===== src/core/sfp_pkg.sv =====
package sfp_pkg;

  // ==========================================================================
  // Structure
  localparam int NUM_OUT     = 2;
  localparam int LOW_SEL_W   = 3;
  localparam int HIGH_SEL_W  = 1;
  localparam int BLANK_SEL_W = 2;
  localparam int BLANK_CNT_W = 12;

  // ==========================================================================
  // Reset values of the overcurrent settings
  localparam logic [LOW_SEL_W-1:0]   LOW_SEL_RST   = 3'h0;
  localparam logic [HIGH_SEL_W-1:0]  HIGH_SEL_RST  = 1'h0;
  localparam logic [BLANK_SEL_W-1:0] BLANK_SEL_RST = 2'h0;

  // ==========================================================================
  // Blanking times, in microseconds, and their cycle counts at 50 MHz
  localparam int CLK_MHZ     = 50;
  localparam int BLANK_T0_US = 10;
  localparam int BLANK_T1_US = 20;
  localparam int BLANK_T2_US = 40;
  localparam int BLANK_T3_US = 80;
  localparam logic [BLANK_CNT_W-1:0] BLANK_CYC0 = BLANK_CNT_W'(BLANK_T0_US * CLK_MHZ);
  localparam logic [BLANK_CNT_W-1:0] BLANK_CYC1 = BLANK_CNT_W'(BLANK_T1_US * CLK_MHZ);
  localparam logic [BLANK_CNT_W-1:0] BLANK_CYC2 = BLANK_CNT_W'(BLANK_T2_US * CLK_MHZ);
  localparam logic [BLANK_CNT_W-1:0] BLANK_CYC3 = BLANK_CNT_W'(BLANK_T3_US * CLK_MHZ);

  // ==========================================================================
  // Status word positions
  localparam int STATUS_W       = 6;
  localparam int ST_UNDERVOLT   = 0;
  localparam int ST_BIT_ONE     = 1;
  localparam int ST_THERMAL     = 2;
  localparam int ST_OPEN_LOAD   = 3;
  localparam int ST_OC_LOW      = 4;
  localparam int ST_OC_HIGH     = 5;

  // ==========================================================================
  // Synchroniser vector layout
  localparam int AS_SUPPLY_OK = 0;
  localparam int AS_OVERVOLT  = 1;
  localparam int AS_UNDERVOLT = 2;
  localparam int AS_BELOW_MIN = 3;
  localparam int AS_OVERTEMP  = 4;
  localparam int AS_OPEN_LOAD = AS_OVERTEMP + NUM_OUT;
  localparam int AS_GATE_LOW  = AS_OPEN_LOAD + NUM_OUT;
  localparam int AS_CUR_LOW   = AS_GATE_LOW + NUM_OUT;
  localparam int AS_CUR_HIGH  = AS_CUR_LOW + NUM_OUT;
  localparam int AS_DIRECT    = AS_CUR_HIGH + NUM_OUT;
  localparam int ASYNC_W      = AS_DIRECT + NUM_OUT;

endpackage : sfp_pkg


===== src/core/sfp_switch_fault_protection.sv =====
// Function
// - Logic supply loss resets all registers; direct inputs still drive outputs.
// - Without logic supply, protections keep running on default settings.
// - Fault flag goes low on thermal, open load, overcurrent, over or undervoltage.
// - Flag releases itself when fault clears, except overcurrent and latched undervoltage.
// - Fault bits held until a valid transfer returns them, then cleared.
// - Thermal detection only while that output is on.
// - Thermal fault holds output off until cool, then retries until commanded off.
// - Thermal event sets thermal bit, cleared by read or power reset.
// - Overvoltage holds outputs off and sets status bit one until read.
// - Overvoltage disable suppresses both shutdown and reporting.
// - Undervoltage turns outputs off, pulls flag low, sets undervoltage bit.
// - Recovery with command low releases flag; undervoltage bit stays until read.
// - Recovery with command on keeps output off and flag low until toggled.
// - Undervoltage disable hides it; output off only below minimum supply.
// - Open load checked only while off, latched once gate is low.
// - Open load bit clears on read only if the condition is gone.
// - Eight low and two high thresholds, both monitored together.
// - Low overcurrent beyond blanking time latches the output off.
// - High overcurrent latches the output off at once.
// - After overcurrent latch, output stays off until commanded off then on.
// - Output command is direct input or the serial output-on bit.
// - Fail-safe entry restores threshold and blanking defaults, keeps everything else.
`timescale 1ns/1ps
`default_nettype none

module sfp_switch_fault_protection (
  // Clock and reset
  input  wire logic                                                  sys_clk,
  input  wire logic                                                  arst_n,
  // Analog comparators and pins, asynchronous
  input  wire logic                                                  logic_supply_ok,
  input  wire logic                                                  supply_overvoltage,
  input  wire logic                                                  supply_undervoltage,
  input  wire logic                                                  supply_below_min,
  input  wire logic [sfp_pkg::NUM_OUT-1:0]                           over_temperature,
  input  wire logic [sfp_pkg::NUM_OUT-1:0]                           open_load_detect,
  input  wire logic [sfp_pkg::NUM_OUT-1:0]                           gate_low,
  input  wire logic [sfp_pkg::NUM_OUT-1:0]                           current_above_low,
  input  wire logic [sfp_pkg::NUM_OUT-1:0]                           current_above_high,
  input  wire logic [sfp_pkg::NUM_OUT-1:0]                           direct_output_inputs,
  // Serial interface decode, same clock
  input  wire logic                                                  cfg_write,
  input  wire logic                                                  cfg_sel,
  input  wire logic                                                  cfg_output_on,
  input  wire logic [sfp_pkg::LOW_SEL_W-1:0]                         cfg_low_sel,
  input  wire logic [sfp_pkg::HIGH_SEL_W-1:0]                        cfg_high_sel,
  input  wire logic [sfp_pkg::BLANK_SEL_W-1:0]                       cfg_blank_sel,
  input  wire logic                                                  cfg_overvoltage_disable,
  input  wire logic                                                  cfg_undervoltage_disable,
  input  wire logic                                                  cfg_open_load_disable,
  input  wire logic                                                  status_read,
  input  wire logic                                                  status_sel,
  input  wire logic                                                  fail_safe_entry,
  // Power stage and threshold selection
  output logic      [sfp_pkg::NUM_OUT-1:0]                           output_drive,
  output logic      [sfp_pkg::NUM_OUT-1:0][sfp_pkg::LOW_SEL_W-1:0]   low_overcurrent_threshold,
  output logic      [sfp_pkg::NUM_OUT-1:0][sfp_pkg::HIGH_SEL_W-1:0]  high_overcurrent_threshold,
  // Fault reporting
  output logic                                                       fault_flag_n,
  output logic      [sfp_pkg::STATUS_W-1:0]                          status_word,
  output logic      [sfp_pkg::NUM_OUT-1:0]                           thermal_fault_bit,
  output logic      [sfp_pkg::NUM_OUT-1:0]                           open_load_fault_bit,
  output logic                                                       overvoltage_fault_bit,
  output logic                                                       undervoltage_fault_bit
);

  localparam int N = sfp_pkg::NUM_OUT;

  // ==========================================================================
  // State
  typedef struct packed {
    logic [sfp_pkg::ASYNC_W-1:0]                   sync1;
    logic [sfp_pkg::ASYNC_W-1:0]                   sync2;
    logic [N-1:0]                                  spi_on;
    logic                                          overvoltage_disable;
    logic                                          undervoltage_disable;
    logic                                          open_load_disable;
    logic [N-1:0][sfp_pkg::LOW_SEL_W-1:0]          low_sel;
    logic [N-1:0][sfp_pkg::HIGH_SEL_W-1:0]         high_sel;
    logic [N-1:0][sfp_pkg::BLANK_SEL_W-1:0]        blank_sel;
    logic [N-1:0][sfp_pkg::BLANK_CNT_W-1:0]        oc_cnt;
    logic [N-1:0]                                  oc_latch;
    logic [N-1:0]                                  ot_hold;
    logic [N-1:0]                                  uv_lock;
    logic [N-1:0]                                  drive;
    logic [N-1:0]                                  ot_bit;
    logic [N-1:0]                                  ol_bit;
    logic [N-1:0]                                  ocl_bit;
    logic [N-1:0]                                  och_bit;
    logic                                          ov_bit;
    logic                                          uv_bit;
    logic [sfp_pkg::STATUS_W-1:0]                  snap;
    logic                                          flag_n;
  } sfp_state_t;

  sfp_state_t q;
  sfp_state_t d;

  function automatic logic [sfp_pkg::BLANK_CNT_W-1:0] blank_cycles(
    input logic [sfp_pkg::BLANK_SEL_W-1:0] sel
  );
    case (sel)
      2'h0:    blank_cycles = sfp_pkg::BLANK_CYC0;
      2'h1:    blank_cycles = sfp_pkg::BLANK_CYC1;
      2'h2:    blank_cycles = sfp_pkg::BLANK_CYC2;
      default: blank_cycles = sfp_pkg::BLANK_CYC3;
    endcase
  endfunction : blank_cycles

  // ==========================================================================
  // Synchronised inputs
  logic [sfp_pkg::ASYNC_W-1:0] async_in;
  logic                        sup_ok_s;
  logic                        ov_s;
  logic                        uv_s;
  logic                        below_s;
  logic [N-1:0]                ot_s;
  logic [N-1:0]                ol_s;
  logic [N-1:0]                gate_low_s;
  logic [N-1:0]                cur_low_s;
  logic [N-1:0]                cur_high_s;
  logic [N-1:0]                direct_s;
  logic [N-1:0]                cmd;
  logic                        ov_now;
  logic                        uv_now;
  logic                        uv_off;
  logic [N-1:0]                ol_cond;

  assign async_in = {direct_output_inputs, current_above_high, current_above_low, gate_low,
                     open_load_detect, over_temperature, supply_below_min, supply_undervoltage,
                     supply_overvoltage, logic_supply_ok};
  assign sup_ok_s   = q.sync2[sfp_pkg::AS_SUPPLY_OK];
  assign ov_s       = q.sync2[sfp_pkg::AS_OVERVOLT];
  assign uv_s       = q.sync2[sfp_pkg::AS_UNDERVOLT];
  assign below_s    = q.sync2[sfp_pkg::AS_BELOW_MIN];
  assign ot_s       = q.sync2[sfp_pkg::AS_OVERTEMP +: N];
  assign ol_s       = q.sync2[sfp_pkg::AS_OPEN_LOAD +: N];
  assign gate_low_s = q.sync2[sfp_pkg::AS_GATE_LOW +: N];
  assign cur_low_s  = q.sync2[sfp_pkg::AS_CUR_LOW +: N];
  assign cur_high_s = q.sync2[sfp_pkg::AS_CUR_HIGH +: N];
  assign direct_s   = q.sync2[sfp_pkg::AS_DIRECT +: N];

  assign cmd     = direct_s | q.spi_on;
  assign ov_now  = ov_s & ~q.overvoltage_disable;
  assign uv_now  = uv_s & ~q.undervoltage_disable;
  assign uv_off  = q.undervoltage_disable ? below_s : uv_now;
  assign ol_cond = ol_s & gate_low_s & ~q.drive & {N{~q.open_load_disable}};

  // ==========================================================================
  // Next state
  always_comb begin
    logic clr;
    logic any_fault;
    clr       = 1'b0;
    any_fault = ov_now | uv_now;
    d         = q;
    d.sync1   = async_in;
    d.sync2   = q.sync1;

    if (status_read) begin
      d.snap                        = '0;
      d.snap[sfp_pkg::ST_UNDERVOLT] = q.uv_bit;
      d.snap[sfp_pkg::ST_BIT_ONE]   = q.ov_bit;
      d.snap[sfp_pkg::ST_THERMAL]   = q.ot_bit[status_sel];
      d.snap[sfp_pkg::ST_OPEN_LOAD] = q.ol_bit[status_sel];
      d.snap[sfp_pkg::ST_OC_LOW]    = q.ocl_bit[status_sel];
      d.snap[sfp_pkg::ST_OC_HIGH]   = q.och_bit[status_sel];
    end

    // Each output supervised on its own
    for (int i = 0; i < N; i++) begin
      clr = status_read && (status_sel == 1'(i));
      // Thermal hold only starts while driven, retries after cooling
      if (!cmd[i] || !ot_s[i]) begin
        d.ot_hold[i] = 1'b0;
      end else if (q.drive[i]) begin
        d.ot_hold[i] = 1'b1;
      end
      // Overcurrent latch released only by dropping the command
      if (!cmd[i]) begin
        d.oc_latch[i] = 1'b0;
        d.oc_cnt[i]   = '0;
      end else begin
        if (cur_low_s[i] && q.drive[i]) begin
          if (q.oc_cnt[i] >= blank_cycles(q.blank_sel[i])) begin
            d.oc_latch[i] = 1'b1;
          end else begin
            d.oc_cnt[i] = q.oc_cnt[i] + 1'b1;
          end
        end else begin
          d.oc_cnt[i] = '0;
        end
        if (cur_high_s[i] && q.drive[i]) begin
          d.oc_latch[i] = 1'b1;
        end
      end
      // Undervoltage while commanded on latches until toggled
      if (!cmd[i]) begin
        d.uv_lock[i] = 1'b0;
      end else if (uv_now) begin
        d.uv_lock[i] = 1'b1;
      end
      // Same-cycle high current cuts the drive without waiting for the latch
      d.drive[i] = cmd[i] & ~d.oc_latch[i] & ~d.ot_hold[i] & ~ov_now & ~uv_off
                   & ~d.uv_lock[i] & ~(cur_high_s[i] & q.drive[i]);
      // Sticky bits: a set in the clearing cycle wins
      d.ot_bit[i]  = (q.ot_bit[i] & ~clr) | (ot_s[i] & q.drive[i]);
      d.ol_bit[i]  = (q.ol_bit[i] & ~(clr & ~ol_cond[i])) | ol_cond[i];
      d.ocl_bit[i] = (q.ocl_bit[i] & ~clr) | (d.oc_latch[i] & ~q.oc_latch[i]
                     & ~(cur_high_s[i] & q.drive[i]));
      d.och_bit[i] = (q.och_bit[i] & ~clr) | (cur_high_s[i] & q.drive[i] & cmd[i]);
      any_fault = any_fault | q.ot_hold[i] | ol_cond[i] | q.oc_latch[i] | q.uv_lock[i];
    end

    d.ov_bit = (q.ov_bit & ~status_read) | ov_now;
    d.uv_bit = (q.uv_bit & ~status_read) | uv_now;
    d.flag_n = ~any_fault;

    if (cfg_write) begin
      d.spi_on[cfg_sel]    = cfg_output_on;
      d.low_sel[cfg_sel]   = cfg_low_sel;
      d.high_sel[cfg_sel]  = cfg_high_sel;
      d.blank_sel[cfg_sel] = cfg_blank_sel;
      d.overvoltage_disable             = cfg_overvoltage_disable;
      d.undervoltage_disable             = cfg_undervoltage_disable;
      d.open_load_disable             = cfg_open_load_disable;
    end
    // Fail-safe only touches overcurrent settings, so it wins over a write
    if (fail_safe_entry) begin
      d.low_sel   = {N{sfp_pkg::LOW_SEL_RST}};
      d.high_sel  = {N{sfp_pkg::HIGH_SEL_RST}};
      d.blank_sel = {N{sfp_pkg::BLANK_SEL_RST}};
    end
    // Logic supply gone: registers to defaults, protection state keeps running
    if (!sup_ok_s) begin
      d.spi_on    = '0;
      d.overvoltage_disable    = 1'b0;
      d.undervoltage_disable    = 1'b0;
      d.open_load_disable    = 1'b0;
      d.low_sel   = {N{sfp_pkg::LOW_SEL_RST}};
      d.high_sel  = {N{sfp_pkg::HIGH_SEL_RST}};
      d.blank_sel = {N{sfp_pkg::BLANK_SEL_RST}};
      d.ot_bit    = '0;
      d.ol_bit    = '0;
      d.ocl_bit   = '0;
      d.och_bit   = '0;
      d.ov_bit    = 1'b0;
      d.uv_bit    = 1'b0;
      d.snap      = '0;
    end
  end

  always_ff @(posedge sys_clk or negedge arst_n) begin
    if (!arst_n) begin
      q        <= '0;
      q.flag_n <= 1'b1;
    end else begin
      q <= d;
    end
  end

  // ==========================================================================
  // Outputs
  assign output_drive               = q.drive;
  assign low_overcurrent_threshold  = q.low_sel;
  assign high_overcurrent_threshold = q.high_sel;
  assign fault_flag_n               = q.flag_n;
  assign status_word                = q.snap;
  assign thermal_fault_bit          = q.ot_bit;
  assign open_load_fault_bit        = q.ol_bit;
  assign overvoltage_fault_bit      = q.ov_bit;
  assign undervoltage_fault_bit     = q.uv_bit;

  // ==========================================================================
  // Checks
  a_supply_loss_reset: assert property (@(posedge sys_clk) disable iff (!arst_n)
    !sup_ok_s |=> (q.spi_on == '0) && !q.overvoltage_disable && !q.uv_bit)
    else $error("registers not reset on logic supply loss");
  a_ov_flag_low: assert property (@(posedge sys_clk) disable iff (!arst_n)
    ov_now |=> !fault_flag_n && (output_drive == '0))
    else $error("overvoltage did not pull flag low and cut outputs");
  a_ot_only_on: assert property (@(posedge sys_clk) disable iff (!arst_n)
    $rose(q.ot_hold[1]) |-> $past(q.drive[1]))
    else $error("thermal hold started on an idle output");
  a_read_clears_ov: assert property (@(posedge sys_clk) disable iff (!arst_n)
    status_read && q.ov_bit && !ov_now |=> !overvoltage_fault_bit
      && status_word[sfp_pkg::ST_BIT_ONE])
    else $error("overvoltage bit not returned then cleared by read");
  a_ov_disabled: assert property (@(posedge sys_clk) disable iff (!arst_n)
    q.overvoltage_disable && !q.ov_bit && !cfg_write |=> !overvoltage_fault_bit)
    else $error("disabled overvoltage still reported");
  a_undervoltage_disable_quiet: assert property (@(posedge sys_clk) disable iff (!arst_n)
    q.undervoltage_disable && !q.uv_bit && !cfg_write |=> !undervoltage_fault_bit)
    else $error("disabled undervoltage still reported");
  a_och_cuts_out: assert property (@(posedge sys_clk) disable iff (!arst_n)
    cur_high_s[1] && q.drive[1] |=> !output_drive[1] ##1 !fault_flag_n)
    else $error("high overcurrent did not cut the output at once");
  a_oc_needs_toggle: assert property (@(posedge sys_clk) disable iff (!arst_n)
    q.oc_latch[0] && cmd[0] |=> !output_drive[0] && q.oc_latch[0])
    else $error("overcurrent latch released without command toggle");
  a_uv_lock_hold: assert property (@(posedge sys_clk) disable iff (!arst_n)
    q.uv_lock[1] && cmd[1] |=> !output_drive[1] && !fault_flag_n)
    else $error("latched undervoltage released while still commanded");
  a_failsafe_dflt: assert property (@(posedge sys_clk) disable iff (!arst_n)
    fail_safe_entry |=> (q.blank_sel == {N{sfp_pkg::BLANK_SEL_RST}})
      && (q.low_sel == {N{sfp_pkg::LOW_SEL_RST}}) && (q.high_sel == {N{sfp_pkg::HIGH_SEL_RST}})
      && ($past(cfg_write) || !$past(sup_ok_s)
          || ((q.open_load_disable == $past(q.open_load_disable)) && (q.spi_on == $past(q.spi_on)))))
    else $error("fail-safe entry did not restore overcurrent defaults");

endmodule : sfp_switch_fault_protection

`default_nettype wire


===== config.mk =====
export PLATFORM = sky130hd
export DESIGN_NAME = sfp_switch_fault_protection
export DESIGN_NICKNAME = d
export VERILOG_FILES = /design/src/core/sfp_pkg.sv /design/src/core/sfp_switch_fault_protection.sv
export SDC_FILE = /design/constraint.sdc
export NUM_CORES = 1
export LEC_CHECK = 0
export ABC_CLOCK_PERIOD_IN_PS = 7500
export BUFFER_PORTS_ARGS = -buffer_cell sky130_fd_sc_hd__clkbuf_2
export CORE_UTILIZATION = 40
export DETAILED_ROUTE_END_ITERATION = 10
export GPL_ROUTABILITY_DRIVEN = 0
export PLACE_DENSITY = 0.58
export SLEW_MARGIN = 20
export SYNTH_ARGS = -nofsm -noshare
export SYNTH_HDL_FRONTEND = slang
export SYNTH_SLANG_ARGS = --single-unit
export TNS_END_PERCENT = 100

===== constraint.sdc =====
create_clock -name sys_clk -period 7.5 [get_ports sys_clk]
set_clock_uncertainty 0.15 [all_clocks]
set_input_delay 1.5 -clock sys_clk [delete_from_list [all_inputs] [get_ports sys_clk]]
set_output_delay 1.5 -clock sys_clk [all_outputs]
set_load 0.01 [all_outputs]

# Word-level counts from Yosys, hierarchy flattened
# Index checks and enable logic that the tools add are counted.
# classes
eq_ne	9
mux	52
bitwise_logic	84
addsub	2
magnitude_cmp	5
n_reduce_logical	15
# ops
cell	n
12-bit 2-to-1 mux	11
12-bit one-hot mux with 3 select lines	2
1-bit AND	36
17-bit 2-to-1 mux	2
1-bit 2-to-1 mux	26
12-bit by 1-bit adder with 12-bit output, second input constant	2
12-bit >= comparator	2
1-bit NOT	24
1-bit OR	19
16-bit 2-to-1 mux	1
3-bit inequality test, second input constant	3
1-bit logical AND	7
2-bit AND	3
6-bit bitwise mux	1
6-bit 2-to-1 mux	1
2-bit bitwise mux	2
4-bit bitwise mux	1
2-bit by 1-bit equality test with 1-bit output, second input constant	2
2-bit equality test, second input constant	2
1-bit logical NOT	4
2-bit logical NOT	2
1-bit by 2-bit < comparator with 1-bit output, second input constant	2
2-bit inequality test, second input constant	2
3-bit demux with 1-bit select	1
other kinds (8)	9
# totals
input_bits	33
reg_bits	98

# Logic depth before layout (Yosys ltp)
# Gate-level depths: netlist of the first run.
# logic_depth
ltp_word	16
ltp_mapped	9
depth_no_buf	9

# Least setup slack after synthesis of the first run
# OpenSTA, ideal clock, no wires.
# synth_path
path_kind	input to register
from	input port cfg_sel
to	register q[64] (netlist bit)
arrival_ns	2.188
cell_stages	4
required_time_ns	7.266
n_path_buf	1
slack_ns	5.077
cell_sequence	clkbuf_1 nand2b_1 nand2_1 a21boi_0
# synth_via
elab_chain_cells	7
elab_cells_between_ends	8
cone_classes	2 x order compare; 5 x mux; 1 x reduce/logical
# synth_rtl
item	line	source
from (decl)	sfp_switch_fault_protection.sv:44	input wire logic cfg_sel,
1-bit by 2-bit < comparator with 1-bit output (not written as such) / 1-bit >= comparator (equally long branches)	sfp_switch_fault_protection.sv:221	d.spi_on[cfg_sel] = cfg_output_on;
1-bit logical AND (not written as such)	sfp_switch_fault_protection.sv:221	
1-bit 2-to-1 mux (not written as such)	sfp_switch_fault_protection.sv:221	
1-bit demux with 1-bit select *	sfp_switch_fault_protection.sv:221	
2-bit bitwise mux *	sfp_switch_fault_protection.sv:221	
17-bit 2-to-1 mux *	sfp_switch_fault_protection.sv:220	if (cfg_write) begin
17-bit 2-to-1 mux *	sfp_switch_fault_protection.sv:236	if (!sup_ok_s) begin
to (decl)	sfp_switch_fault_protection.sv:97	sfp_state_t q;
# Mark *: on every way between the ends. The rest lies on a longest branch, timed or not. The select of a mux whose other input is x is not followed.
# A chain may end at the register's enable or synchronous reset.

# Worst setup path after layout of the first run
# layout_path
from	register q (netlist bit output_drive[1])
to	output port output_drive[1] (netlist bit)
# layout_lines
item	line	source
to (decl)	sfp_switch_fault_protection.sv:56	output logic [sfp_pkg::NUM_OUT-1:0] output_drive,
# No word-level cell between the ends.

==> results of run 1 <==
[kinds of logic after synthesis]
family | synth area share [%]
AO/OA/AOI/OAI | 11.10
XOR/XNOR | 2.732
adder cells (fa/ha/maj) | 5.296
buffers and inverters | 5.183
flip-flops | 55.24
multiplexers | 2.479
AND/OR/NAND/NOR | 17.97
[state kept, by name, summed over array words and instances (netlist names), 6 cells and up]
register,count
low_overcurrent_threshold,6
status_word,6
d,16
q,45
[layout by cell type, fill, tap and decap left out, types with 3 or more instances in the layout]
cell type,synthesis,layout
a32oi_1,3,3
nand4_1,5,5
mux2i_1,11,11
o21a_1,3,3
nand3_1,25,25
inv_1,12,12
xnor2_1,11,11
nor2b_1,14,14
dfrtp_1,97,97
clkbuf_8,0,9
a21boi_0,3,3
nor4_1,8,8
nor2_1,32,32
or4_1,3,3
or3_1,5,5
nor3_1,6,6
a21oi_1,28,28
o211a_1,4,4
nand2_1,51,51
ha_1,18,18
inv_6,0,3
o21ai_0,7,7
nand2b_1,4,4
clkbuf_2,0,54
a21o_1,3,3
[path summary, 6_finish.rpt]
check,from,end,slack [ps]
max in group asynchronous,arst_n,status_word[4],5160
hold reg to reg,d[68],q[68],200
setup reg to reg,q[49],q[35],4880
min in group asynchronous,arst_n,q[65],970
hold / removal,d[68],q[68],200
setup / recovery,output_drive[1],output_drive[1],4740
[area by class of cell]
cell class	count	area (sq um)	area share, %
flip-flops and latches	98	2454	50.15
multi-input cells	276	1758	35.93
repair buffers	56	285.3	5.831
well taps	140	175.2	3.581
clock buffers	10	127.6	2.609
clock inverters	6	47.55	0.9719
inverters	12	45.04	0.9207
[power breakdown]
part / internal, mW / switching (mW)
sequential: 0.546 / 0.0134
clock: 0.124 / 0.184
combinational: 0.0250 / 0.0388
total: 0.695 / 0.236
[routing by layer]
metal	GRT usage [%]	vias up	part of all wire, %
met3	2.724	9	2.5
li1	-	1515	-
met2	26.45	49	48
met5	0	-	0
met1	21.83	1546	48
met4	6.556	0	1.2
[metrics by stage]
| stage | util (%) | cells | total power [mW] | setup slack, ps |
|---|---|---|---|---|
| finish | 45.13 | 598 | 0.9311 | 4738 |
| global route | 45.13 | 598 | 0.9736 | 4673 |
| CTS | 45.13 | 598 | 0.9454 | 4731 |
| detailed placement | 43.51 | 582 | 0.6359 | 4665 |
| global placement | 43.51 | 582 | 0.6340 | 4699 |
| floorplan | - | 415 | 0.6044 | 5078 |
==> results.toml, run 1 <==
[cts]
h-tree-depth = 3
cts_resized = 0
clk_path_buf_depth = 2
cts.clk_slew.worst_paths_ps = 100
cts-root-buf = "clkbuf_8"
clock_sinks = 98
hold_buffers = 0
clkLatencyLatePin_ps = 370
cts_buffers = 9
cts_tree = "built"
post_cts_buffers = 0

[logic_synthesis]
synth.area.top_cells = "dfrtp_1 55%, ha_1 5.1%, nand2_1 4.3%"
synth.distinct_cells = 53
synth_most_common_cell = "dfrtp_1"
postSynthCellCount = 415
yosysSeqAreaShare_pct = 55.24
synth-edff-count = 0
syn_avg_cell_area_sq_um = 10.70
synthArstFlopShare_pct = 100.0
synth_top_area_cell = "dfrtp_1"
synth_fp_nets = 466
synth_ff_type = "dfrtp_1"
yosys-top-cells-count = "97 x dfrtp_1, 51 x nand2_1, 32 x nor2_1, 28 x a21oi_1, 25 x nand3_1"
yosys.area.top_type_share_pct = 54.65
syn_area_sq_mm = 0.004442
synth_warnings = 0
ys_ff_latch = 98

[worst_setup_path]
crit_type = "reg -> out"
max_stage_delay_ps = 550
required_ps = 5850
crit_chain = "clkbuf_2"
worstRegToRegCells = 8
crit_slowest_cell = "dfrtp_1"
critPathTopFamily = "flip-flops"
crit_cells = 1
start_kind = "flip-flop"
path_buf_inv = 1
path_max_fanout = 8
arrival_ps = 1110
worstSetupEndpointType = "output pin"

[global_route]
overflow = 0
grt_usage_pct = 16.34
grt_pass1_wl_mm = 14.60
grt_max_degree = 57
grt_pass1_vias = 3008
antenna_found_initial = 0

[route]
via_per_inst = 5.216
dr.pass1.iters = 4
routedWlPerCell_um = 14.44
wl_mm = 8.637
drt_iter0_drc = 142
drcViolationCount = 0
ant_nets = 0
num_vias = 3119

[sta]
layout_min_cycle_time_ps = 2762
tightest_slew_ps = 879.1
timing.final.hold_violations = 0
setup_viol = 0
fmax_mhz = 362.0
maxSlewViolCount = 0
rsz0062_at_grt = "no"
max_slew_margin_pct = 41.39
timing.final.crit_share_pct = 36.83
tns_ps = 0
finalHoldWorstSlack_ps = 204.1

[place]
place_area_sq_mm = 0.004717
dp_hpwl_mm = 6.281
port_buffers = 55

[floorplanning]
ios = 56
core_area_sq_mm = 0.01084
design.die.area_sq_mm = 0.01153
die_x_um = 107.4
rows = 38
dieHeight_um = 107.4
initial_core_util_pct = 40.97

[power_and_ir_drop]
p_leak_nw = 2.229
power_density_mw_per_mm2 = 190.3
ir_drop_v = 0.0001312

[hold_path]
hold_depth = 0
hold_class = "reg -> reg"

[layout]
n_antenna_cell = 0
n_fill_cell = 1043
area_growth_pct = 10.14
drive_gt1_share_pct = 18.56
nets = 504
finalInstanceArea_sq_mm = 0.004892

[outcome]
status = "finished clean"

[run]
max_cap_viol_count = 0
No activity file was read; power rests on OpenSTA's default activity.
==> run 2: changes to the inputs <==
ABC_CLOCK_PERIOD_IN_PS = 2600   (was 7500)
clock period = 2.6 ns   (was 7.5 ns; I/O delays follow)
==> results.toml, run 2 (synthesized netlist as in run 1, its figures left out) <==
[outcome]
status = "finished clean"

[route]
via_per_inst = 5.112
num_vias = 3098
drt_iter0_drc = 171
dr.pass1.iters = 4
drcViolationCount = 0
routedWlPerCell_um = 14.57
wl_mm = 8.827
ant_nets = 0

[global_route]
use_met1_pct = 23.42
grt_usage_pct = 16.47
antenna_found_initial = 0
grt_pass1_vias = 2997
grtUsageMet2_pct = 25.39
top_usage_layer = "met2"
overflow = 0
grt_max_degree = 58
grt_pass1_wl_mm = 14.70
grtUsageMet3_pct = 3.269

[sta]
rsz0062_at_grt = "yes"
tightest_slew_ps = 591.7
timing.final.crit_share_pct = 94.58
layout_min_cycle_time_ps = 2459
timing.final.hold_violations = 0
fmax_mhz = 406.7
maxSlewViolCount = 0
finalHoldWorstSlack_ps = 104.4
setup_viol = 0
max_slew_margin_pct = 60.32

[power_and_ir_drop]
ir_drop_v = 0.0003221
power_mw = 2.788
p_leak_nw = 2.276
power_density_mw_per_mm2 = 555.3
power_switching_share_pct = 24.48
power.share.clock_pct = 35.1
p_int_mw = 2.106
p_sw_mw = 0.6825
share_comb_of_total_power_pct = 7.3
power.share.sequential_pct = 57.6

[worst_setup_path]
max_stage_delay_ps = 470
arrival_ps = 2600
crit_slowest_cell = "or4_1"
path_max_fanout = 6
start_kind = "flip-flop"
crit_type = "reg -> reg"
worstSetupEndpointType = "flip-flop"
crit_chain = "inv_2 -> nor2_1 -> ha_1 -> a221o_2 -> a31oi_4 -> o21ai_2 -> or4_1 -> a21oi_1"
required_ps = 2740

[cts]
clock_sinks = 98
h-tree-depth = 3
cts_tree = "built"
cts_buffers = 9
clk_path_buf_depth = 2
clkLatencyLatePin_ps = 360
cts-root-buf = "clkbuf_8"
cts.clk_slew.worst_paths_ps = 100

[place]
dp_hpwl_mm = 6.337
port_buffers = 55

[floorplanning]
ios = 56
rows = 38
die_x_um = 107.4
core_area_sq_mm = 0.01084
initial_core_util_pct = 40.97
dieHeight_um = 107.4
design.die.area_sq_mm = 0.01153

[layout]
area_growth_pct = 13.04
final_cell_mix = "94 x dfrtp_1, 54 x clkbuf_2, 51 x nand2_1, 30 x nor2_1, 27 x a21oi_1"
top_register = "q"
drive_gt1_share_pct = 21.24
largest_reg_flops = 45
final_common_cell = "dfrtp_1"
n_fill_cell = 1022
nets = 512
n_antenna_cell = 0

[hold_path]
hold_class = "in -> reg"

[run]
max_cap_viol_count = 0
[run 2: cell types whose count changed in the layout (fill, tap and decap cells not counted), sizes merged]
cell / change
nor4: +1
buf: +6
bufinv: +1
clkinvlp: +1
inv: -2
clkbuf: +1
dlygate4sd3: +1
clkinv: -1
[run 2: cell type report]
cell class	instances	area [sq um]	share of cell area, %
Clock buffer	11	131.4	2.616
Clock inverter	5	62.56	1.246
Inverter	12	45.04	0.8971
Multi-Input combinational cell	277	1797	35.78
Sequential cell	98	2457	48.94
Tap cell	140	175.2	3.489
Timing Repair Buffer	63	352.8	7.027
[run 2: power by group through the flow]
stage	Clock [mW]	Sequential [mW]	Combinational [mW]
after floorplan	0	1.63	0.114
after global placement	0	1.64	0.199
after detailed placement	0	1.64	0.203
after CTS	1.01	1.61	0.205
after global routing	1.06	1.61	0.232
final	0.980	1.61	0.202
[run 2: per-stage QoR]
stage / setup TNS [ps] / setup WS, ps / std cells / util (%) / cell area, sq um
finish: 0 / 140.9 / 606 / 46.32 / 5021
global route: -18.82 / -18.82 / 606 / 46.32 / 5021
CTS: 0 / 14.63 / 604 / 45.90 / 4976
detailed placement: -17.29 / -17.29 / 587 / 43.98 / 4767
global placement: 0 / 90.52 / 587 / 43.98 / 4767
floorplan: 0 / 205.7 / 415 / - / 4442
[run 2: critical path, delay by kind of cell (launching register included)]
kind / cells / cell delay, ps
flip-flops: 1 / 450
buffers and inverters: 1 / 80
adder cells (fa/ha/maj): 1 / 320
AND/OR/NAND/NOR: 2 / 520
AO/OA/AOI/OAI: 4 / 870
[run 2: layer usage]
metal	share of wire (%)	up-vias
met3	3.6	7
met5	0	-
met4	1.1	0
met2	46	60
met1	49	1502
li1	-	1529
[run 2: final timing paths]
path | startpoint | endpoint | slack [ps] | cells after the start
setup / recovery | q[52] | q[47] | 140 | 8
max in group asynchronous | arst_n | fault_flag_n | 1240 | 3
hold reg to reg | d[68] | q[68] | 190 | 0
min in group asynchronous | arst_n | low_overcurrent_threshold[3] | 420 | 2
hold / removal | supply_below_min | d[69] | 100 | 1
setup reg to reg | q[52] | q[47] | 140 | 8
[run 2: what timing repair did]
item	in CTS	in global routing
setup endpoints to repair	1	21
hold buffers	1	0
setup buffers	0	1
cloned	0	1
endpoints found under the hold margin	19	0
pin swaps	0	1
resized for setup	1	10
==> run 3: changes to the inputs <==
CAP_MARGIN = 20   (was not set)
CORE_ASPECT_RATIO = 0.7   (was not set)
==> results.toml, run 3 (synthesized netlist as in run 1, its figures left out) <==
[power_and_ir_drop]
ir_drop_v = 0.0003957
power_density_mw_per_mm2 = 617.8
p_int_mw = 2.405
power.share.sequential_pct = 51.1
p_leak_nw = 2.325
power.share.clock_pct = 42.6
p_sw_mw = 0.7422
power_switching_share_pct = 23.58
share_comb_of_total_power_pct = 6.3

[worst_setup_path]
start_kind = "flip-flop"
worstSetupEndpointType = "flip-flop"
arrival_ps = 2590
crit_type = "reg -> reg"
path_max_fanout = 6
required_ps = 2720

[layout]
n_fill_cell = 1009
finalInstanceArea_sq_mm = 0.005095
largest_reg_flops = 45
n_antenna_cell = 0
multi_input_area_sq_mm = 0.001775
nets = 509
final_common_cell = "dfrtp_1"
final_cell_mix = "96 x dfrtp_1, 54 x clkbuf_2, 51 x nand2_1, 30 x nor2_1, 26 x a21oi_1"
drive_gt1_share_pct = 20.95
top_register = "q"
area_growth_pct = 14.70
seq_area_sq_mm = 0.002455

[route]
num_vias = 3105
ant_nets = 0
routedWlPerCell_um = 14.98
drt_iter0_drc = 157
drcViolationCount = 0
via_per_inst = 5.082
dr.pass1.iters = 4
wl_mm = 9.153

[floorplanning]
design.die.area_sq_mm = 0.01154
rows = 31
initial_core_util_pct = 42.10
dieHeight_um = 90.17
die_x_um = 128.0
ios = 56
core_area_sq_mm = 0.01055

[cts]
hold_buffers = 0
cts.clk_slew.worst_paths_ps = 70
clock_sinks = 98
clk_path_buf_depth = 2
cts-root-buf = "clkbuf_16"
cts_tree = "built"
h-tree-depth = 3
cts_buffers = 9
clkLatencyLatePin_ps = 340

[global_route]
grt_usage_pct = 17.34
grt_pass1_wl_mm = 15.47
grt_max_degree = 99
antenna_found_initial = 0
grt_pass1_vias = 3052
overflow = 0

[sta]
timing.final.crit_share_pct = 95.01
setup_viol = 0
rsz0062_at_grt = "yes"
finalHoldWorstSlack_ps = 72.20
max_slew_margin_pct = 61.94
layout_min_cycle_time_ps = 2470
tightest_slew_ps = 567.4
setup_ws_ps = 129.7
maxSlewViolCount = 0
timing.final.hold_violations = 0
fmax_mhz = 404.8
tns_ps = 0

[hold_path]
hold_class = "in -> async"

[place]
pre_cts_ws_ps = -17.75
dp_hpwl_mm = 6.375
place_area_sq_mm = 0.004770
port_buffers = 55

[run]
max_cap_viol_count = 0

[outcome]
status = "finished clean"
-- run 3: changes by cell type in the layout (fill, tap and decap cells not counted), moves of 2 or more --
cell	change
a21oi_2	+2
clkbuf_1	-2
clkbuf_16	+9
clkbuf_8	-9
clkinv_2	+2
dfrtp_1	+2
dfrtp_2	-2
inv_6	+2
-- run 3: path summary, 6_finish.rpt --
| path | slack (ps) | from | end | cells past startpoint |
|---|---|---|---|---|
| max reg2reg | 130 | q[52] | q[47] | 8 |
| min | 70 | arst_n | d[72] | 2 |
| max | 130 | q[52] | q[47] | 8 |
| max in group asynchronous | 1820 | arst_n | q[49] | 2 |
| min reg2reg | 200 | d[68] | q[68] | 0 |
| min in group sys_clk | 130 | gate_low[0] | d[74] | 1 |
-- run 3: per-layer routing --
metal | vias to the layer above | GRT usage, % | share of wire (%)
li1 | 1519 | - | -
met1 | 1507 | 26.58 | 53
met2 | 68 | 23.55 | 42
met3 | 11 | 4.048 | 3.8
met4 | 0 | 6.176 | 1.5
met5 | - | 0 | 0
-- run 3: what timing repair did --
action | CTS | global route
hold endpoints to repair | 0 | 0
pin swaps | 0 | 1
buffers inserted | 0 | 1
setup endpoints to repair | 1 | 16
gates resized for setup | 1 | 6
-- run 3: power groups by stage --
stage	clock [mW]	combinational, mW	sequential, mW
final	1.34	0.198	1.61
after detailed placement	0	0.202	1.64
after CTS	1.38	0.203	1.61
after global placement	0	0.199	1.64
after global routing	1.45	0.224	1.62
after floorplan	0	0.114	1.63
-- run 3: worst max-delay path, cell delays in order, from the launching register on --
cell     delay [ps]
dfrtp_1         420
inv_1           110
nor2_1           60
ha_1            320
a221o_2         390
a31oi_4         210
o21ai_2         130
or4_1           480
a21oi_1         150
-- run 3: final cells by class --
class | instances | area share [%]
inverter | 12 | 0.8841
clock buffer | 9 | 4.420
timing repair buffer | 61 | 6.582
tap | 148 | 3.635
multi-input combinational | 276 | 34.85
sequential | 98 | 48.18
clock inverter | 7 | 1.449
-- run 3: through the flow --
| stage | utilization, % | cells | power [mW] |
|---|---|---|---|
| after floorplan | - | 415 | 1.744 |
| after detailed placement | 45.21 | 594 | 1.840 |
| final | 48.29 | 611 | 3.148 |
| after global routing | 48.29 | 611 | 3.286 |
| after CTS | 48.08 | 610 | 3.196 |
| after global placement | 45.21 | 594 | 1.835 |
